### src/logic/input_limit_pkg.sv
// Package: register map, codes, states and carriers of the input limit block
package input_limit_pkg;

  // --------------------------------------------------------------------
  // Register map
  // --------------------------------------------------------------------
  localparam logic [7:0] ADDR_FAULT_STATUS = 8'h04;
  localparam logic [7:0] ADDR_VBUS_DETECT  = 8'h07;
  localparam logic [7:0] ADDR_SAFE_ZERO    = 8'h0a;
  localparam logic [7:0] ADDR_MANUAL_CTRL  = 8'h21;
  localparam logic [7:0] ADDR_AUTO_STATUS  = 8'h22;

  // Field positions
  localparam int BIT_OVERCURRENT  = 0;
  localparam int BIT_RUNAWAY      = 1;
  localparam int BIT_POWER_GOOD   = 2;
  localparam int BIT_VBUS_DETECT  = 0;
  localparam int BIT_SAFE_ZERO    = 0;
  localparam int BIT_LIMIT_FORCE  = 7;
  localparam int LIMIT_CODE_MSB   = 4;

  // Reset values
  localparam logic [7:0] MANUAL_CTRL_RESET = 8'h00;
  localparam logic [3:0] BUCK_CODE_RESET   = 4'h0;
  localparam logic [7:0] READ_ZERO         = 8'h00;

  // --------------------------------------------------------------------
  // Limit codes
  // --------------------------------------------------------------------
  localparam logic [4:0] CODE_3A0   = 5'h1d;
  localparam logic [4:0] CODE_2A4   = 5'h17;
  localparam logic [4:0] CODE_2A0   = 5'h13;
  localparam logic [4:0] CODE_1A5   = 5'h0e;
  localparam logic [4:0] CODE_1A0   = 5'h09;
  localparam logic [4:0] CODE_0A5   = 5'h04;
  localparam logic [4:0] CODE_NONE  = 5'h00;
  localparam logic [4:0] CODE_ZERO  = 5'h00;

  // Detection field encodings
  localparam logic [1:0] CT_NONE    = 2'h0;
  localparam logic [1:0] CT_SDP     = 2'h1;
  localparam logic [1:0] CT_CDP     = 2'h2;
  localparam logic [1:0] CT_DCP     = 2'h3;
  localparam logic [2:0] PT_NONE    = 3'h0;
  localparam logic [2:0] PT_2A_B    = 3'h1;
  localparam logic [2:0] PT_0A5     = 3'h2;
  localparam logic [2:0] PT_1A      = 3'h3;
  localparam logic [2:0] PT_2A_A    = 3'h4;
  localparam logic [2:0] PT_2A4     = 3'h5;
  localparam logic [2:0] PT_3A      = 3'h6;
  localparam logic [1:0] CC_1A5     = 2'h2;
  localparam logic [1:0] CC_3A      = 2'h3;
  localparam logic [1:0] SDP_DEF    = 2'h0;
  localparam logic [1:0] SDP_0A5    = 2'h1;
  localparam logic [1:0] SDP_1A0    = 2'h2;
  localparam logic [1:0] SDP_1A5    = 2'h3;

  // --------------------------------------------------------------------
  // Modes and carriers
  // --------------------------------------------------------------------
  typedef enum logic [2:0] {
    CHG_DISABLED, CHG_IDLE, CHG_PRECHARGE, CHG_FAST, CHG_DONE
  } charger_mode_e;

  typedef enum logic [1:0] {
    SYS_BAT_PLUS_400MV, SYS_PCHG_PLUS_400MV, SYS_CURRENT_SOURCE
  } sys_target_e;

  typedef struct packed {
    logic [1:0] detected_charger_type;
    logic [2:0] proprietary_charger_type;
    logic [1:0] cc_current_status;
    logic [1:0] sdp_max_current_sel;
    logic       cdp_max_current_sel;
  } detect_s;

  typedef struct packed {
    logic [4:0] thermal;
    logic [4:0] charge;
    logic [4:0] sys_reg;
    logic [4:0] term_voltage;
  } limit_req_s;

  typedef struct packed {
    logic converter_overcurrent_flag;
    logic converter_runaway_flag;
    logic converter_power_good;
    logic bus_voltage_detect;
    logic safe_zero_volt_status;
    logic thermal_reduce_limit;
    logic thermal_cutoff_limit;
    logic sys_near_pchg_200mv;
  } analog_s;

endpackage

### src/logic/input_limit_buck_control.sv
// Input current limit selection, converter targets and reverse buck control
module input_limit_buck_control (
  input  wire logic                            i_core_clk,
  input  wire logic                            i_nrst,
  input  wire logic [7:0]                      i_reg_addr,
  input  wire logic [7:0]                      i_reg_wdata,
  input  wire logic                            i_reg_wr,
  input  wire logic                            i_reg_rd,
  output logic      [7:0]                      o_reg_rdata,
  input  wire input_limit_pkg::detect_s        i_detect,
  input  wire input_limit_pkg::limit_req_s     i_limit_req,
  input  wire input_limit_pkg::analog_s        i_analog,
  input  wire input_limit_pkg::charger_mode_e  i_charger_mode,
  input  wire logic                            i_input_valid,
  input  wire logic                            i_dual_role_enable,
  input  wire logic                            i_port_buck_request,
  input  wire logic                            i_port_vconn_request,
  input  wire logic                            i_port_attach_wait_sink,
  input  wire logic [3:0]                      i_buck_voltage_code,
  input  wire logic                            i_sink_restart_bit,
  input  wire logic                            i_source_restart_bit,
  input  wire logic                            i_force_error_restart_bit,
  input  wire logic                            i_port_restart_bit,
  output logic      [4:0]                      o_input_limit_code,
  output logic      [4:0]                      o_active_limit_code,
  output input_limit_pkg::sys_target_e         o_sys_target,
  output logic                                 o_bat_switch_closed,
  output logic                                 o_charge_reduce,
  output logic                                 o_input_cutoff,
  output logic                                 o_buck_enable,
  output logic      [3:0]                      o_buck_voltage_code,
  output logic                                 o_vconn_supply_enable,
  output logic                                 o_detect_start
);
  import input_limit_pkg::*;

  // --------------------------------------------------------------------
  // Functions
  // --------------------------------------------------------------------
  // Returns {valid, code}; first matching row of the selection table wins
  function automatic logic [5:0] auto_limit(input detect_s d);
    logic [1:0] ct;
    logic [2:0] pt;
    logic [1:0] cc;
    logic       cc_low;
    logic       pt_base;
    ct = d.detected_charger_type;
    pt = d.proprietary_charger_type;
    cc = d.cc_current_status;
    // Status 00 or 01
    cc_low = (cc < CC_1A5);
    // Types that defer to charger type
    pt_base = (pt == PT_NONE) || (pt == PT_0A5);
    if (ct == CT_NONE) begin
      auto_limit = {1'b0, CODE_NONE};
    end else if (pt == PT_3A) begin
      auto_limit = {1'b1, CODE_3A0};
    end else if (cc == CC_3A && d.sdp_max_current_sel == SDP_DEF &&
                 !d.cdp_max_current_sel) begin
      auto_limit = {1'b1, CODE_3A0};
    end else if (ct == CT_DCP && cc == CC_3A) begin
      auto_limit = {1'b1, CODE_3A0};
    end else if (pt == PT_2A4 && cc != CC_3A) begin
      auto_limit = {1'b1, CODE_2A4};
    end else if ((pt == PT_2A_A || pt == PT_2A_B) && cc != CC_3A) begin
      auto_limit = {1'b1, CODE_2A0};
    end else if (ct[1] && pt_base && cc != CC_3A) begin
      auto_limit = {1'b1, CODE_1A5};
    end else if (ct[1] && pt == PT_1A && cc == CC_1A5) begin
      auto_limit = {1'b1, CODE_1A5};
    end else if (pt == PT_1A && cc_low) begin
      auto_limit = {1'b1, CODE_1A0};
    end else if (ct == CT_SDP && pt_base && cc_low) begin
      auto_limit = {1'b1, CODE_0A5};
    end else if (ct == CT_SDP && pt == PT_NONE && !cc_low) begin
      unique case (d.sdp_max_current_sel)
        SDP_0A5: auto_limit = {1'b1, CODE_0A5};
        SDP_1A0: auto_limit = {1'b1, CODE_1A0};
        SDP_1A5: auto_limit = {1'b1, CODE_1A5};
        // Selection 00
        default: auto_limit = {1'b0, CODE_NONE};
      endcase
    end else if (ct == CT_CDP && pt == PT_NONE && cc == CC_3A &&
                 d.cdp_max_current_sel) begin
      auto_limit = {1'b1, CODE_1A5};
    end else begin
      auto_limit = {1'b0, CODE_NONE};
    end
  endfunction

  // Lower of two codes
  function automatic logic [4:0] min5(input logic [4:0] a,
                                      input logic [4:0] b);
    min5 = (a < b) ? a : b;
  endfunction

  // --------------------------------------------------------------------
  // Input synchronisers
  // --------------------------------------------------------------------
  // Stage two only is read
  analog_s sync1_reg;
  analog_s sync2_reg;

  always_ff @(posedge i_core_clk) begin
    if (!i_nrst) begin
      sync1_reg <= '0;
      sync2_reg <= '0;
    end else begin
      sync1_reg <= i_analog;
      sync2_reg <= sync1_reg;
    end
  end

  // --------------------------------------------------------------------
  // Input limit selection
  // --------------------------------------------------------------------
  logic [7:0] manual_ctrl_reg;
  // Registered detection result
  logic [4:0] auto_code_reg;
  logic       auto_valid_reg;
  logic [5:0] auto_next;
  logic [4:0] input_limit_next;
  // Force bit of manual control
  logic       force_on;

  // Re-evaluated every cycle
  assign auto_next = auto_limit(i_detect);
  assign force_on  = manual_ctrl_reg[BIT_LIMIT_FORCE];

  // Only manual control is writable
  always_ff @(posedge i_core_clk) begin
    if (!i_nrst) begin
      manual_ctrl_reg <= MANUAL_CTRL_RESET;
    end else if (i_reg_wr && i_reg_addr == ADDR_MANUAL_CTRL) begin
      manual_ctrl_reg <= i_reg_wdata;
    end
  end

  always_ff @(posedge i_core_clk) begin
    if (!i_nrst) begin
      auto_code_reg  <= CODE_NONE;
      auto_valid_reg <= 1'b0;
    end else begin
      auto_code_reg  <= auto_next[LIMIT_CODE_MSB:0];
      auto_valid_reg <= auto_next[LIMIT_CODE_MSB+1];
    end
  end

  always_comb begin
    // Force overrides detection
    if (force_on) begin
      input_limit_next = manual_ctrl_reg[LIMIT_CODE_MSB:0];
    end else if (auto_valid_reg) begin
      input_limit_next = auto_code_reg;
    end else begin
      input_limit_next = CODE_NONE;
    end
  end

  always_ff @(posedge i_core_clk) begin
    if (!i_nrst) begin
      o_input_limit_code <= CODE_NONE;
    end else begin
      // Registered once more
      o_input_limit_code <= input_limit_next;
    end
  end

  // --------------------------------------------------------------------
  // Thermal limiting and active limit
  // --------------------------------------------------------------------
  // Minimum of all requests
  logic [4:0] active_next;

  always_comb begin
    active_next = min5(o_input_limit_code, i_limit_req.thermal);
    active_next = min5(active_next, i_limit_req.charge);
    active_next = min5(active_next, i_limit_req.sys_reg);
    active_next = min5(active_next, i_limit_req.term_voltage);
    // Cutoff wins
    if (sync2_reg.thermal_cutoff_limit) begin
      active_next = CODE_ZERO;
    end
  end

  always_ff @(posedge i_core_clk) begin
    if (!i_nrst) begin
      o_active_limit_code <= CODE_ZERO;
      o_input_cutoff      <= 1'b0;
      o_charge_reduce     <= 1'b0;
    end else begin
      // One cycle later
      o_active_limit_code <= active_next;
      o_input_cutoff      <= sync2_reg.thermal_cutoff_limit;
      o_charge_reduce     <= sync2_reg.thermal_reduce_limit ||
                             sync2_reg.thermal_cutoff_limit ||
                             (i_charger_mode == CHG_PRECHARGE &&
                              sync2_reg.sys_near_pchg_200mv);
    end
  end

  // --------------------------------------------------------------------
  // System target and battery switch
  // --------------------------------------------------------------------
  always_ff @(posedge i_core_clk) begin
    if (!i_nrst) begin
      o_sys_target <= SYS_BAT_PLUS_400MV;
    // No input: battery target
    end else if (!i_input_valid) begin
      o_sys_target <= SYS_BAT_PLUS_400MV;
    end else begin
      unique case (i_charger_mode)
        CHG_PRECHARGE: o_sys_target <= SYS_PCHG_PLUS_400MV;
        CHG_FAST:      o_sys_target <= SYS_CURRENT_SOURCE;
        // Done sources current
        CHG_DONE:      o_sys_target <= SYS_CURRENT_SOURCE;
        default:       o_sys_target <= SYS_BAT_PLUS_400MV;
      endcase
    end
  end

  always_ff @(posedge i_core_clk) begin
    if (!i_nrst) begin
      o_bat_switch_closed <= 1'b0;
    end else begin
      o_bat_switch_closed <= o_buck_enable ||
                             i_charger_mode == CHG_FAST ||
                             i_charger_mode == CHG_DONE;
    end
  end

  // --------------------------------------------------------------------
  // Reverse buck
  // --------------------------------------------------------------------
  // Fault and restart state
  logic fault_now;
  logic fault_latch_reg;
  logic [2:0] fault_flags_reg;
  logic restart_req;

  // Restart bits
  assign restart_req = i_sink_restart_bit || i_source_restart_bit ||
                       i_force_error_restart_bit || i_port_restart_bit;
  // Only while running
  assign fault_now = o_buck_enable &&
                     (sync2_reg.converter_overcurrent_flag ||
                      sync2_reg.converter_runaway_flag ||
                      !sync2_reg.converter_power_good);

  // A new fault wins over a restart in the same cycle
  always_ff @(posedge i_core_clk) begin
    if (!i_nrst) begin
      fault_latch_reg <= 1'b0;
      fault_flags_reg <= '0;
    end else if (fault_now) begin
      fault_latch_reg <= 1'b1;
      fault_flags_reg <= {sync2_reg.converter_power_good,
                          sync2_reg.converter_runaway_flag,
                          sync2_reg.converter_overcurrent_flag};
    end else if (restart_req && fault_latch_reg) begin
      fault_latch_reg <= 1'b0;
      fault_flags_reg <= '0;
    end
  end

  always_ff @(posedge i_core_clk) begin
    if (!i_nrst) begin
      o_buck_enable <= 1'b0;
    end else begin
      o_buck_enable <= i_dual_role_enable && i_port_buck_request &&
                       !fault_latch_reg && !fault_now;
    end
  end

  // Code is captured only while the buck is off
  always_ff @(posedge i_core_clk) begin
    if (!i_nrst) begin
      o_buck_voltage_code <= BUCK_CODE_RESET;
    end else if (!o_buck_enable) begin
      o_buck_voltage_code <= i_buck_voltage_code;
    end
  end

  // --------------------------------------------------------------------
  // Port controls
  // --------------------------------------------------------------------
  // Entry edge of attach-wait
  logic attach_wait_d_reg;

  always_ff @(posedge i_core_clk) begin
    if (!i_nrst) begin
      attach_wait_d_reg     <= 1'b0;
      o_detect_start        <= 1'b0;
      o_vconn_supply_enable <= 1'b0;
    end else begin
      attach_wait_d_reg     <= i_port_attach_wait_sink;
      o_detect_start        <= i_port_attach_wait_sink &&
                               !attach_wait_d_reg;
      // Follows the port
      o_vconn_supply_enable <= i_port_vconn_request;
    end
  end

  // --------------------------------------------------------------------
  // Register read
  // --------------------------------------------------------------------
  // Read mux
  logic [7:0] rdata_next;

  always_comb begin
    // Unlisted reads zero
    rdata_next = READ_ZERO;
    unique case (i_reg_addr)
      // Latched cause, or live power good
      ADDR_FAULT_STATUS: begin
        rdata_next[BIT_OVERCURRENT] = fault_flags_reg[BIT_OVERCURRENT];
        rdata_next[BIT_RUNAWAY]     = fault_flags_reg[BIT_RUNAWAY];
        rdata_next[BIT_POWER_GOOD]  = fault_latch_reg ?
                                      fault_flags_reg[BIT_POWER_GOOD] :
                                      sync2_reg.converter_power_good;
      end
      // Zero while faulted
      ADDR_VBUS_DETECT: begin
        rdata_next[BIT_VBUS_DETECT] = !fault_latch_reg &&
                                      sync2_reg.bus_voltage_detect;
      end
      ADDR_SAFE_ZERO: begin
        rdata_next[BIT_SAFE_ZERO] = !fault_latch_reg &&
                                    sync2_reg.safe_zero_volt_status;
      end
      ADDR_MANUAL_CTRL: rdata_next = manual_ctrl_reg;
      ADDR_AUTO_STATUS: begin
        rdata_next[LIMIT_CODE_MSB:0] = auto_code_reg;
      end
      default: rdata_next = READ_ZERO;
    endcase
  end

  always_ff @(posedge i_core_clk) begin
    if (!i_nrst) begin
      o_reg_rdata <= READ_ZERO;
    end else if (i_reg_rd) begin
      // Held until next read
      o_reg_rdata <= rdata_next;
    end
  end

endmodule // input_limit_buck_control

### config.mk
export PLATFORM = sky130hd
export DESIGN_NAME = input_limit_buck_control
export DESIGN_NICKNAME = d
export VERILOG_FILES = /design/src/logic/input_limit_pkg.sv /design/src/logic/input_limit_buck_control.sv
export SDC_FILE = /design/constraint.sdc
export NUM_CORES = 1
export LEC_CHECK = 0
export BUFFER_PORTS_ARGS = -buffer_cell sky130_fd_sc_hd__buf_2
export CAP_MARGIN = 20
export CORE_AREA = 2 2 80 82
export CTS_CLUSTER_SIZE = 12
export DETAILED_ROUTE_END_ITERATION = 10
export DIE_AREA = 0 0 82 84
export MAX_ROUTING_LAYER = met4
export PLACE_DENSITY = 0.91
export SYNTH_ARGS = -nofsm -noshare
export SYNTH_HDL_FRONTEND = slang
export SYNTH_SLANG_ARGS = --single-unit
### constraint.sdc
create_clock -name i_core_clk -period 15.1 [get_ports i_core_clk]
set_clock_uncertainty 0.05 [all_clocks]
set_input_delay 3.02 -clock i_core_clk [delete_from_list [all_inputs] [get_ports i_core_clk]]
set_output_delay 3.02 -clock i_core_clk [all_outputs]
set_load 0.1 [all_outputs]
After elaboration in Yosys (flattened, before gate mapping)
Index checks and enable logic that the tools add are counted.
- input bits: 74
- register bits: 65
- output and inout port bits: 30
- word-level logic and storage cells: 144
- eq/ne operators: 23
- $lt $le $gt $ge: 5
- muxes and demuxes: 28
- reduce and logical (&&, ||, !) cells: 53
- bitwise gates (word level): 1
- operator list (kind ; number):
    2-to-1 mux 6 bit ; 11
    2-to-1 mux 5 bit ; 6
    logical AND 1 bit ; 27
    less-than comparator 5 bit ; 4
    one-hot mux 6 bit (3 select lines) ; 1
    == test 8 x 3 -> 1 bit (second input constant) ; 2
    == test 8 x 6 -> 1 bit (second input constant) ; 2
    == test 2 bit (second input constant) ; 6
    == test 3 x 2 -> 1 bit (second input constant) ; 4
    == test 3 bit (second input constant) ; 4
    logical OR 1 bit ; 11
    2-to-1 mux 3 bit ; 3
    == test 8 x 4 -> 1 bit (second input constant) ; 1
    one-hot mux 2 bit (2 select lines) ; 2
    zero test 1 bit ; 6
    one-hot mux 2 bit (3 select lines) ; 1
    OR reduction 2 bit ; 3
    one-hot mux 1 bit (5 select lines) ; 1
    OR reduction 5 bit ; 1
    == test 2 x 1 -> 1 bit (second input constant) ; 2
    zero test 2 bit ; 2
    == test 3 x 1 -> 1 bit (second input constant) ; 1
    zero test 3 bit ; 1
    2-to-1 mux 1 bit ; 3
    other kinds (5) ; 5

Longest topological paths before layout
Gate-level depths: netlist of the first run.
- depth after elaboration: 15
- gate-level depth with buffers: 25
- mapped depth without buffers: 25

Worst setup path after synthesis of the first run
No wires, ideal clock.
- path kind: input-to-reg
- start point: in i_limit_req[17] (netlist name)
- end point: reg o_active_limit_code[1]
- buffers on the path: 0
- slack: 7.245 ns
- library setup time: 0.074 ns
- arrival: 7.731 ns
- cell stages on the path: 25
- data required time: 14.976 ns
- cell sequence: inv_1 -> ha_1 -> nand4_1 -> o221ai_2 -> mux2_2 -> ha_1 -> a211oi_2 -> o21ba_2 -> o21ai_0 -> nor3_1 -> nor2_1 -> ha_1 -> a211oi_1 -> o21bai_1 -> nor2_1 -> o31a_4 -> or3b_1 -> nand2_1 -> ha_1 -> a21o_1 -> a21o_1 -> a211oi_1 -> o311a_2 -> o31ai_1 -> a31oi_1
- longest elaborated chain between the ends: 8
- ends and longest elaborated chain (what ; line ; RTL):
    start: declaration ; input_limit_buck_control.sv:11 ; input wire input_limit_pkg::limit_req_s i_limit_req,
    less-than comparator 5 bit ; input_limit_buck_control.sv:94 ; min5 = (a < b) ? a : b;
    2-to-1 mux 5 bit (*) ; input_limit_buck_control.sv:94 ;
    less-than comparator 5 bit ; input_limit_buck_control.sv:94 ;
    2-to-1 mux 5 bit (*) ; input_limit_buck_control.sv:94 ;
    less-than comparator 5 bit ; input_limit_buck_control.sv:94 ;
    2-to-1 mux 5 bit (*) ; input_limit_buck_control.sv:94 ;
    less-than comparator 5 bit ; input_limit_buck_control.sv:94 ;
    2-to-1 mux 5 bit (*) ; input_limit_buck_control.sv:94 ;
    end signal: assignment ; input_limit_buck_control.sv:193 ; o_active_limit_code <= active_next;
    end: declaration ; input_limit_buck_control.sv:25 ; output logic [4:0] o_active_limit_code,
Every way passes the cells marked *; elsewhere a longest branch is shown, timed or not.
A chain may end at the register's enable or synchronous reset.

Worst setup path in the final report of the first run
- start point: in i_limit_req[17] (netlist name)
- end point: reg o_active_limit_code[3]
The elaborated chain is that of the path after synthesis.

==> results.md, run 1 <==
Logic synthesis:
- Dividing the synthesized area by the synthesized cell count gives 8.99 um2.
- The compound-gate portion of the synthesized area is 22.3%.
- By area the synthesized netlist is led by sky130_fd_sc_hd__dfxtp_1, sky130_fd_sc_hd__ha_1, sky130_fd_sc_hd__and2_1.
- The count of mapped cells out of synthesis is 355.
- The number of flops mapped to enable cells by yosys is 0.
- The count of cell types in the netlist is 54.
- The largest total area in the synthesized netlist belongs to sky130_fd_sc_hd__dfxtp_1.
- The portion of synthesized area spent on multiplexers is 3.02%.
- The Yosys step of the flow raised 0 warnings.
- The post-synthesis share of cell area spent on and, or, nand and nor gates is 23.2%.
- The mapped cell area is 0.00319 mm2.
- After synthesis, the largest family of logic cells by area is simple AND/OR/NAND/NOR gates.
- In the synthesized netlist the async set-or-reset flop fraction comes to 0%.
- Of the total synthesized cell area, the portion taken by XOR and XNOR cells is 0%.
- The sequential area share after synthesis is between 40% and 50%.
- The synthesized netlist devotes between 6 and 7% of its cell area to adder and majority cells.
- Counting every net in the synthesized netlist gives 445.
- The flop and latch count out of synthesis is 65.
- The most frequently used cell type in the post-synthesis netlist is sky130_fd_sc_hd__dfxtp_1.
- The commonest cells after synthesis are sky130_fd_sc_hd__dfxtp_1, sky130_fd_sc_hd__inv_1, sky130_fd_sc_hd__nand2_1.
- The share of the synthesized area in the top cell type is approximately 40%.
- The most instantiated flip-flop cell in the synthesis netlist is sky130_fd_sc_hd__dfxtp_1.

Placement:
- The number of instances in the placed design is 523.
- The count of buffers added on input and output ports is 103.
- The standard cell area after detailed placement is 0.00376 mm2.
- The estimated wirelength of the detail-placed design is 5690 um.
- The congestion estimate from routability-driven global placement came to 0.917.

Final layout:
- The count of antenna diodes in the layout is 0.
- The finished layout holds about 540 standard cells, fillers aside.
- The layout overhead on the synthesized area is 24.1%.
- The share of layout cells above drive strength 1 is slightly below 30%.
- The count of fill cells added during filler insertion is approximately 510.
- The final design area excluding fillers is between 0.003 and 0.004 mm2.
- In the final layout, the multi-input gates occupy 0.00175 mm2.
- Across the whole layout, storage elements account for roughly 0.0013 mm2.
- The final net count is approximately 550.

Detailed routing:
- For this run, design rule violations remaining after detail routing come to 0.
- Detailed routing placed a total of 493 um of wire on met3.
- The routed length on met1 is 3150 um.
- The detail-routed net length per standard cell is 13.7 um.
- The top routing layer in use is met4.
- Once detail routing completed, the nets flagged for antenna violations numbered 0.
- The final routed wirelength across all metal layers is about 7400 um.
- The violation count after the first detailed-routing iteration is about 150.
- The pre-antenna-repair detailed-routing pass consisted of 4 iterations.
- The met2 layer wire length in the routed design is approximately 3600 um.
- The total number of vias is around 2900.
- After detailed routing, the number of vias per cell comes to around 5.5.

Critical path:
- For this run, the slowest stage of the critical path takes 0.40 ns.
- The category of the most critical setup path is in2reg.
- The kind of cell with the highest combined delay along the critical path is compound AO/OA/AOI/OAI gates.
- The cell type with the highest occurrence count on the critical path is sky130_fd_sc_hd__ha_1.
- The largest individual stage delay along the critical path comes from the cell sky130_fd_sc_hd__mux2_2.
- The startpoint kind of the worst setup timing path is an input pin.
- The required time reported for the critical path endpoint is 15.29 ns.
- The worst register-to-register path begins at o_input_limit_code[2].
- In this run the worst path has a maximum fanout of 8.
- Together, buffers and inverters on the worst path number 2.
- The data arrival time of the critical path is 8.42 ns.
- The kind of end point of the critical path is a flip-flop.
- The source of the critical timing path is i_limit_req[17].

Floorplanning:
- The initial utilization of the core area, before any placement, comes to 52.4%.
- The floorplan step defined a die boundary enclosing 0.00689 mm2.
- The floorplan step set the die height to around 84 um.
- In this run the count of I/O pins placed on the die edge is 104.
- The standard-cell row count is 29.
- The width of the die is 82 um.
- The core region is approximately 0.0061 mm2.

Clock tree:
- TritonCTS built the clock tree.
- The buffer count from post-CTS setup fixing is 0.
- The clock buffer count from CTS is 9.
- The root buffer cell chosen for the clock tree is sky130_fd_sc_hd__clkbuf_8.
- The hold buffer count at cts is 0.
- The clock transition at the register clock pins on the worst setup and hold paths after CTS is 0.06 ns.
- Counting every sink on the clock net gives 65.
- The buffer levels on the longest clock path is 2.
- Gates resized during post-CTS repair numbered 0.
- The H-tree was split into 3 levels.
- For the worst-skew pair, the clock arrives at the later sink with an insertion delay of 0.33 ns.

Global route:
- The maximum number of pins on one net before global-route repair is 55.
- The global-route wire length before repair is between 10000 and 15000 um.
- The number of antenna violations at the first check in global routing is 0.
- The total overflow left after global routing is 0.
- For this run, the total global-route usage over all layers was measured as between 20% and 30%.
- The number of global-route vias before repair came to 2794.

Hold path:
- The startpoint identified for the worst hold timing path is attach_wait_d_reg.
- The worst hold path belongs to the class reg2reg.

STA:
- Setup repair after global routing left no endpoint under its margin.
- The max-slew violation count is 0.
- The fraction of the cycle the final worst path needs is a little over half.
- The final-layout setup total negative slack is 0 ns.
- The number of endpoints with negative hold slack in the final report is 0.
- The worst slew margin relative to its limit is between 30% and 40%.
- The worst path needs roughly 8.2 ns of the cycle, external delays included.
- Based on the critical path, the design can be clocked at up to 121 MHz.
- Setup violations remaining at the end of the flow were counted as 0.
- The pin slew with the least headroom to its limit is 0.972 ns.

Run status:
- The run finished with clean final reports.

Power:
- The power per unit of standard cell area is 105 mW/mm2.
- The maximum vdd ir drop is 0.0000662 V.
- The analysis attributes to cell leakage a power of 1.87 nW.

Flow run:
- The max-capacitance violation count is 0.
==> kinds of logic after synthesis <==
family	after synthesis
adder cells (fa/ha/maj)	16
AND/OR/NAND/NOR	131
flip-flops	65
multiplexers	9
buffers and inverters	38
AO/OA/AOI/OAI	96
==> per-layer routing <==
| metal | global-route usage, % | up-vias |
|---|---|---|
| met5 | - | - |
| met2 | 35.2 | 127 |
| met3 | 4.00 | 16 |
| met1 | 26.4 | 1316 |
| li1 | - | 1481 |
| met4 | 11.8 | 0 |
==> placed cells by master (no fill, tap or decap), types with 3 or more instances in the layout <==
| cell type | instances |
|---|---|
| sky130_fd_sc_hd__a21boi_0 | 13 |
| sky130_fd_sc_hd__a21o_1 | 3 |
| sky130_fd_sc_hd__a21oi_1 | 15 |
| sky130_fd_sc_hd__a22oi_1 | 12 |
| sky130_fd_sc_hd__a31oi_1 | 8 |
| sky130_fd_sc_hd__and2_1 | 21 |
| sky130_fd_sc_hd__buf_2 | 103 |
| sky130_fd_sc_hd__clkbuf_8 | 12 |
| sky130_fd_sc_hd__dfxtp_1 | 65 |
| sky130_fd_sc_hd__ha_1 | 16 |
| sky130_fd_sc_hd__inv_1 | 26 |
| sky130_fd_sc_hd__mux2_2 | 5 |
| sky130_fd_sc_hd__mux2i_1 | 4 |
| sky130_fd_sc_hd__nand2_1 | 23 |
| sky130_fd_sc_hd__nand2b_1 | 6 |
| sky130_fd_sc_hd__nand2b_2 | 3 |
| sky130_fd_sc_hd__nand3_1 | 13 |
| sky130_fd_sc_hd__nand4_1 | 4 |
| sky130_fd_sc_hd__nor2_1 | 19 |
| sky130_fd_sc_hd__nor2b_1 | 16 |
| sky130_fd_sc_hd__nor3_1 | 8 |
| sky130_fd_sc_hd__nor4bb_1 | 3 |
| sky130_fd_sc_hd__o211a_1 | 4 |
| sky130_fd_sc_hd__o21ai_0 | 8 |
| sky130_fd_sc_hd__o22ai_1 | 3 |
| sky130_fd_sc_hd__o31ai_1 | 6 |
| sky130_fd_sc_hd__or3b_1 | 4 |
==> power breakdown <==
part           switching (mW)  total [mW]  internal, mW  leakage, nW
Clock                  0.0590       0.147        0.0879        0.101
Sequential            0.00318       0.182         0.179        0.532
Combinational          0.0604      0.0881        0.0277         1.23
==> path summary, 6_finish.rpt <==
| path | slack (ns) | to | depth (start not counted) |
|---|---|---|---|
| worst min register to register | 0.34 | o_detect_start | 1 |
| worst min-delay path | 0.34 | o_detect_start | 1 |
| worst max-delay path | 6.87 | o_active_limit_code[3] | 26 |
| worst max register to register | 9.36 | o_active_limit_code[3] | 24 |
==> stage by stage <==
step	total power [mW]	hold slack (ns)	util [%]	setup WS, ns
floorplan	0.250	0.317	-	7.25
global route	0.437	0.366	65.0	6.56
detailed placement	0.273	0.330	61.6	6.60
global placement	0.270	0.322	61.6	6.90
CTS	0.421	0.350	65.0	6.95
finish	0.417	0.340	65.0	6.87
==> cell type report <==
type	count	share of cell area (%)
clock inverters	2	0.948
inverters	26	2.46
well taps	77	2.43
flip-flops and latches	65	32.9
clock buffers	12	4.17
repair buffers	103	13.0
multi-input cells	252	44.1
(Power assumes the default switching activity.)
==> inputs of run 2 (changes only) <==
--- a/config.mk
+++ b/config.mk
@@ -7,12 +7,12 @@
 export LEC_CHECK = 0
 export BUFFER_PORTS_ARGS = -buffer_cell sky130_fd_sc_hd__buf_2
 export CAP_MARGIN = 20
-export CORE_AREA = 2 2 80 82
+export CORE_AREA = 2 2 87 89
 export CTS_CLUSTER_SIZE = 12
 export DETAILED_ROUTE_END_ITERATION = 10
-export DIE_AREA = 0 0 82 84
+export DIE_AREA = 0 0 89 91
 export MAX_ROUTING_LAYER = met4
-export PLACE_DENSITY = 0.91
+export PLACE_DENSITY = 0.83
 export SYNTH_ARGS = -nofsm -noshare
 export SYNTH_HDL_FRONTEND = slang
 export SYNTH_SLANG_ARGS = --single-unit
==> constraint.sdc (replaced) <==
create_clock -name i_core_clk -period 6.75 [get_ports i_core_clk]
set_clock_uncertainty 0.05 [all_clocks]
set_input_delay 1.35 -clock i_core_clk [delete_from_list [all_inputs] [get_ports i_core_clk]]
set_output_delay 1.35 -clock i_core_clk [all_outputs]
set_load 0.1 [all_outputs]
==> run 2 against run 1 <==
  * Die area rose by 18%
  * Worst hold slack worse by 0.0056 ns
  * Critical path depth did not move
  * Sequential power up 120%
  * Register-to-register slack got worse by 8.4 ns
  * Sequential share of layout area shrank 0.61 points
  * Cell area increased by 1.9%
  * Utilization decreased by 8.4 points
  * Clock power is 140% higher
  * Count of clock-buffer cells in the layout down 2
  * First-iteration DRC count down 30%
  * Critical path type unchanged
  * Critical endpoint is now o_active_limit_code[2]
  * Largest cell class unchanged
==> results.md, run 2 (synthesis gave the netlist of run 1 again) <==
Run status:
- The flow ran to the end, and the final reports show no timing, DRC or antenna violations.

Placement:
- The number of port buffers is 103.
- The wire-length estimate of the detail-placed layout is 5740 um.
- The final estimated routing congestion in global placement is 0.910.

Final layout:
- The count of fill cells added during filler insertion is 680.
- The number of antenna diodes in the final layout is 0.
- The final net count is 549.
- From synthesis to final layout, the design area changed by 26.4%.
- The post-route netlist has roughly 30% of its cells at a drive strength greater than 1.
- Cells fill 56.5% of the core in the end.
- The area of combinational cells with multiple inputs is 0.00176 mm2.
- In the layout the commonest cells are sky130_fd_sc_hd__buf_2, sky130_fd_sc_hd__dfxtp_1, sky130_fd_sc_hd__inv_1.
- The most common cell after layout, fill and taps aside is sky130_fd_sc_hd__buf_2.
- The sequential cell area is roughly 0.0013 mm2.

Detailed routing:
- In this run the remaining antenna-violating nets after routing total 0.
- After detailed routing, the number of vias per cell comes to 5.25.
- The final route contains 2952 vias.
- The final routed wirelength across all metal layers is 7420 um.
- After detailed routing, the number of remaining DRC violations is 0.
- The first-pass detailed-route iteration total is 4.
- In this run, the number of DRC markers left after iteration 0 of detailed routing was 105.
- The detail-routed net length per standard cell is 13.2 um.

Critical path:
- The number of cells on the worst reg-to-reg path is 24.
- The critical path is of the in2reg type.
- The maximum fanout encountered on the critical timing path is 8.
- The data arrival time of the critical path is 6.79 ns.
- At the worst endpoint, the required time is 6.96 ns.
- STA classifies the critical path endpoint as a flip-flop.
- The register-to-register setup slack is 0.96 ns.
- STA classifies the critical path startpoint as an input pin.

Hold path:
- The count of cells along the worst hold path is 1.
- The class of the tightest hold or removal check is reg2reg.

STA:
- The fraction of the cycle the final worst path needs is 97.6%.
- The max-slew violation count came to 0.
- The number of endpoints with negative hold slack in the final report is 0.
- The highest attainable clock frequency is 152 MHz.
- The pin slew with the least headroom to its limit is 0.997 ns.
- In this run the tightest slew margin relative to its limit is 33.2%.
- The routed design could run at a clock period as short as 6.59 ns.
- The count of endpoints failing setup in the final report is 0.

Floorplanning:
- The floorplan step set the die height to ~91 um.
- The core box area is 0.00714 mm2.
- The starting density of the core is 44.7%.
- The width of the die is 89 um.
- In this run the core area contains 31 standard-cell rows.
- The full die area is roughly 0.0081 mm2.
- The I/O pin count is 104.

Global route:
- The combined global-route utilization of all metal layers is between 10% and 20%.
- Global routing consumed, on the met3 layer, 6.00% of the routing resources.
- For met2 alone, demand over resource in global routing was between 20 and 30%.
- The maximum number of pins on one net before global-route repair is 55.
- Global routing consumed, on the met1 layer, 21.8% of the routing resources.
- The number of antenna violations at the first check in global routing is 0.
- The first global-routing pass estimated 11600 um of wire.
- The number of global-route vias before repair was 2762.
- The global routing stage identified its most utilized layer as met2.
- After global routing the overflow that remains totals 0.

Clock tree:
- The tree is rooted in a sky130_fd_sc_hd__clkbuf_8.
- TritonCTS created 9 clock buffers.
- The clock transition at the register clock pins on the worst setup and hold paths after CTS is ~0.07 ns.
- The hold buffer count at cts is 0.
- TritonCTS built the clock tree.
- The clock latency of the later-clocked register in the worst-skew pair is around 0.33 ns.
- The buffer levels on the longest clock path is 2.
- The depth of the CTS H-tree is 3.
- The clock drives 65 sinks.

Power:
- The power per unit of standard cell area is ~240 mW/mm2.
- The total power draw is between 0.9 and 1 mW.
- The maximum vdd ir drop is approximately 0.00012 V.
- The total leakage power is 1.89 nW.

Flow run:
- Across the run, the number of max-cap violations was 0.
[run 2: layout make-up]
class | count | area share, %
multi-input combinational | 252 | 43.7
sequential | 65 | 32.2
timing repair buffer | 105 | 13.1
clock buffer | 10 | 3.41
tap | 99 | 3.07
inverter | 26 | 2.42
clock inverter | 5 | 1.98
[run 2: critical path, cell delays in order]
cell	delay (ns)
sky130_fd_sc_hd__buf_2	0.08
sky130_fd_sc_hd__inv_1	0.04
sky130_fd_sc_hd__ha_1	0.33
sky130_fd_sc_hd__nand4_1	0.15
sky130_fd_sc_hd__o221ai_2	0.27
sky130_fd_sc_hd__mux2_2	0.41
sky130_fd_sc_hd__ha_1	0.30
sky130_fd_sc_hd__a211oi_2	0.29
sky130_fd_sc_hd__o21ba_2	0.20
sky130_fd_sc_hd__o21ai_1	0.16
sky130_fd_sc_hd__nor3_2	0.28
sky130_fd_sc_hd__nor2_1	0.09
sky130_fd_sc_hd__ha_1	0.30
sky130_fd_sc_hd__a211oi_1	0.21
sky130_fd_sc_hd__o21bai_1	0.14
sky130_fd_sc_hd__nor2_1	0.16
sky130_fd_sc_hd__o31a_4	0.19
sky130_fd_sc_hd__or3b_1	0.39
sky130_fd_sc_hd__nand2_1	0.08
sky130_fd_sc_hd__ha_1	0.23
sky130_fd_sc_hd__a21o_1	0.17
sky130_fd_sc_hd__a21o_1	0.19
sky130_fd_sc_hd__a211oi_1	0.27
sky130_fd_sc_hd__o311a_2	0.28
sky130_fd_sc_hd__o31ai_1	0.08
sky130_fd_sc_hd__a31oi_1	0.15
[run 2: layer usage]
layer  routed length [um]  vias to the layer above
met5                    0                        -
met4                  178                        0
met3                  530                       18
met2                 3420                      120
met1                 3290                     1332
li1                     -                     1482
[run 2: through the flow]
stage / area [um2] / cells / hold slack [ns] / TNS, ns / setup slack [ns]
2_1_floorplan: 3190 / 355 / 0.317 / 0 / 0.565
4_1_cts: 4000 / 560 / 0.335 / 0 / 0.239
3_3_place_gp: 3780 / 545 / 0.321 / 0 / 0.182
6_report: 4040 / 562 / 0.335 / 0 / 0.164
5_1_grt: 4040 / 562 / 0.348 / -0.326 / -0.0859
3_5_place_dp: 3780 / 545 / 0.325 / -0.522 / -0.118
[run 2: final timing paths]
path	startpoint	endpoint
worst min-delay path	attach_wait_d_reg	o_detect_start
worst min register to register	attach_wait_d_reg	o_detect_start
worst max register to register	o_input_limit_code[2]	o_active_limit_code[2]
worst max-delay path	i_limit_req[17]	o_active_limit_code[2]
[run 2: power by group]
group | switching, mW | leakage (nW) | internal [mW] | total, mW
logic | 0.135 | 1.25 | 0.0625 | 0.198
registers | 0.00688 | 0.532 | 0.401 | 0.408
clock network | 0.139 | 0.104 | 0.215 | 0.354
total | 0.281 | 1.89 | 0.678 | 0.960
[run 2: what timing repair did]
action / in CTS / in global routing
gates resized for setup: 0 / 4
buffers inserted: 0 / 2
endpoints found under the setup margin: 0 / 5
==> inputs of run 3 (changes only) <==
--- a/config.mk
+++ b/config.mk
@@ -7,12 +7,14 @@
 export LEC_CHECK = 0
 export BUFFER_PORTS_ARGS = -buffer_cell sky130_fd_sc_hd__buf_2
 export CAP_MARGIN = 20
-export CORE_AREA = 2 2 87 89
+export CELL_PAD_IN_SITES_DETAIL_PLACEMENT = 1
+export CELL_PAD_IN_SITES_GLOBAL_PLACEMENT = 2
+export CORE_AREA = 2 2 114 116
 export CTS_CLUSTER_SIZE = 12
 export DETAILED_ROUTE_END_ITERATION = 10
-export DIE_AREA = 0 0 89 91
+export DIE_AREA = 0 0 116 118
 export MAX_ROUTING_LAYER = met4
-export PLACE_DENSITY = 0.83
+export PLACE_DENSITY = 0.82
 export SYNTH_ARGS = -nofsm -noshare
 export SYNTH_HDL_FRONTEND = slang
 export SYNTH_SLANG_ARGS = --single-unit
==> run 3 against run 2 <==
  * Global-route usage shrank 4.6 points
  * Cell count grew 14%
  * Maximum frequency grew 2.6%
  * Highest routed layer unchanged
  * First-iteration DRC count grew 10%
  * Count of clock-buffer cells in the layout grew 1
  * Utilization shrank 22 points
  * Wire length grew 25%
  * Cell area grew 7.3%
==> results.md, run 3 (synthesis gave the netlist of run 1 again) <==
Run status:
- The run finished with clean final reports.

Power:
- The clock network fraction of total power is 46.6%.
- The total power draw is roughly 1.2 mW.
- Cell internal power was estimated by the tool at 0.837 mW.
- The total net switching power is 0.315 mW.
- VDD sags by at most 0.0000893 V.
- The power share of the sequential group is 35.5%.
- The net switching fraction of the power is 27.3%.
- The total leakage power is between 1.5 and 2 nW.
- The power per unit of standard cell area is 266 mW/mm2.
- Of the total power, combinational logic draws 17.9%.

Final layout:
- The count of non-filler cells in the finished layout is 642.
- The share of layout cells above drive strength 1 is approximately a third.
- The final net count is 555.
- The repair_antennas step left the layout with diodes totalling 0.
- Relative to the synthesized area, the layout overhead comes to 35.6%.
- The library cell used most frequently in the layout, excluding fill and tap cells, is sky130_fd_sc_hd__buf_2.
- The final design area excluding fillers is 0.00433 mm2.
- The library cells used most frequently in the layout, excluding fill and tap cells, are sky130_fd_sc_hd__buf_2, sky130_fd_sc_hd__dfxtp_1, sky130_fd_sc_hd__inv_1.
- The final core area utilization is a little over a third.

Placement:
- Before CTS, the worst setup slack after placement is -0.292 ns.
- The estimated wirelength of the detail-placed design is 7220 um.
- Buffers placed on the I/O ports in this run total 103.
- At the end of routability-driven placement, the weighted congestion stood at 0.852.
- Counting tap cells, the placed design contains a total of 620 instances.
- The standard cell area after detailed placement is about 0.0039 mm2.

Global route:
- The first global-routing pass estimated 14600 um of wire.
- The number of antenna violations at the first check in global routing is 0.
- The total overflow left after global routing is 0.
- The number of global-route vias before repair is 3038.
- The combined global-route utilization of all metal layers is between 10% and 20%.
- Entering global routing, the biggest net connects 55 pins.

Clock tree:
- The clock buffer count from CTS is 9.
- Clock latency on the worst-skew pair, taken at its later pin, is around 0.33 ns.
- The root buffer cell is sky130_fd_sc_hd__clkbuf_16.
- The clock transition at the register clock pins on the worst setup and hold paths after CTS is ~0.050 ns.
- The buffer levels on the longest clock path is 2.
- The depth of the CTS H-tree is 3.
- The hold buffer count at cts is 0.
- The number of clock sinks is 65.
- The CTS tree is yes.

STA:
- Across all setup checks in the final design, the least slack found is 0.334 ns.
- Counting I/O delays and the setup requirement, the final critical path takes 6.42 ns.
- Setup repair after global routing left no endpoint under its margin.
- The fraction of the cycle the final worst path needs is 95.1%.
- The worst slew margin relative to its limit is 49.3%.
- The count of endpoints failing setup in the final report is 0.
- The final-layout setup total negative slack is 0 ns.
- The post-route worst hold slack is 0.339 ns.
- The pin slew with the least headroom to its limit is 0.758 ns.
- The number of endpoints with negative hold slack in the final report is 0.
- The max-slew violation count is 0.
- The highest attainable clock frequency is 156 MHz.

Floorplanning:
- The I/O pin count is 104.
- The starting density of the core is 25.7%.
- The floorplan step defined a core boundary enclosing 0.0124 mm2.
- The floorplan has 41 rows.
- The full die area is ~0.014 mm2.
- In this run the horizontal extent of the chip is between 100 and 150 um.
- The die height is 118 um.

Critical path:
- The startpoint kind of the worst setup timing path is an input pin.
- Broken down by cell family, the worst path's largest delay share belongs to compound AO/OA/AOI/OAI gates.
- Together, buffers and inverters on the worst path number 3.
- The maximum fanout encountered on the critical timing path is 8.
- For the worst setup path, the data arrival time is about 6.6 ns.
- In this run the critical register-to-register path is launched from o_input_limit_code[3].
- On the worst path, the slowest cell contributes a delay of just under 0.4 ns.
- The cell type with the highest occurrence count on the critical path is sky130_fd_sc_hd__ha_1.
- By startpoint and endpoint, the worst setup path is classified as in2reg.
- The kind of end point of the critical path is a flip-flop.
- The required time reported for the critical path endpoint is 6.95 ns.
- Tracing the worst setup path back leads to its startpoint at i_limit_req[17].
- The cell type of the slowest stage on the worst timing path is sky130_fd_sc_hd__or3b_1.

Hold path:
- The class of the tightest hold or removal check is reg2reg.
- The beginning of the worst hold path is attach_wait_d_reg.

Detailed routing:
- The first-pass detailed-route iteration total is 4.
- After detailed routing, the average wire length per cell comes to 14.4 um.
- The number of nets with antenna violations after detailed routing is 0.
- For this block, the routed nets add up to between 9000 and 10000 um of wire.
- The ratio of routed vias to standard cells is 4.61.
- The violation count after the first detailed-routing iteration is about 120.
- The residual DRC count is 0.
- Detailed routing inserted a total of 2959 vias.

Flow run:
- Across the run, the number of max-cap violations was 0.
-- run 3: cell count changes in the layout (fill, tap and decap cells not counted), sizes merged --
cell	previous run	this run
clkinvlp	2	1
bufinv	2	3
clkbuf	10	11
buf	105	111
-- run 3: power by group through the flow --
stage          clock network (mW)  logic, mW  registers (mW)
6_report                    0.537      0.206           0.409
5_1_grt                     0.571      0.222           0.410
4_1_cts                     0.553      0.201           0.409
3_5_place_dp                    0      0.200           0.417
3_3_place_gp                    0      0.197           0.417
2_1_floorplan                   0     0.0749           0.484
-- run 3: path summary, 6_finish.rpt --
| path | endpoint | cells after the start | slack (ns) |
|---|---|---|---|
| worst min-delay path | o_detect_start | 1 | 0.34 |
| worst max-delay path | o_active_limit_code[4] | 27 | 0.33 |
| worst max register to register | o_active_limit_code[4] | 25 | 1.13 |
| worst min register to register | o_detect_start | 1 | 0.34 |
-- run 3: final cells by class --
| class | count | area (um2) |
|---|---|---|
| Clock buffer | 11 | 243 |
| Clock inverter | 5 | 103 |
| Fill cell | 1499 | 8090 |
| Inverter | 26 | 97.6 |
| Sequential cell | 65 | 1300 |
| Timing Repair Buffer | 111 | 576 |
| Tap cell | 172 | 215 |
| Multi-Input combinational cell | 252 | 1790 |
-- run 3: what timing repair did --
action | 4_1_cts | 5_1_grt
buffers inserted | 0 | 6
gates resized for setup | 0 | 11
setup endpoints to repair | 0 | 5
-- run 3: metal layers --
metal	GRT usage (%)	share of wire [%]	vias to the layer above
li1	-	-	1492
met1	16.6	46	1378
met2	22.4	47	76
met3	3.14	5.3	13
met4	6.25	1.8	0
met5	-	0	-
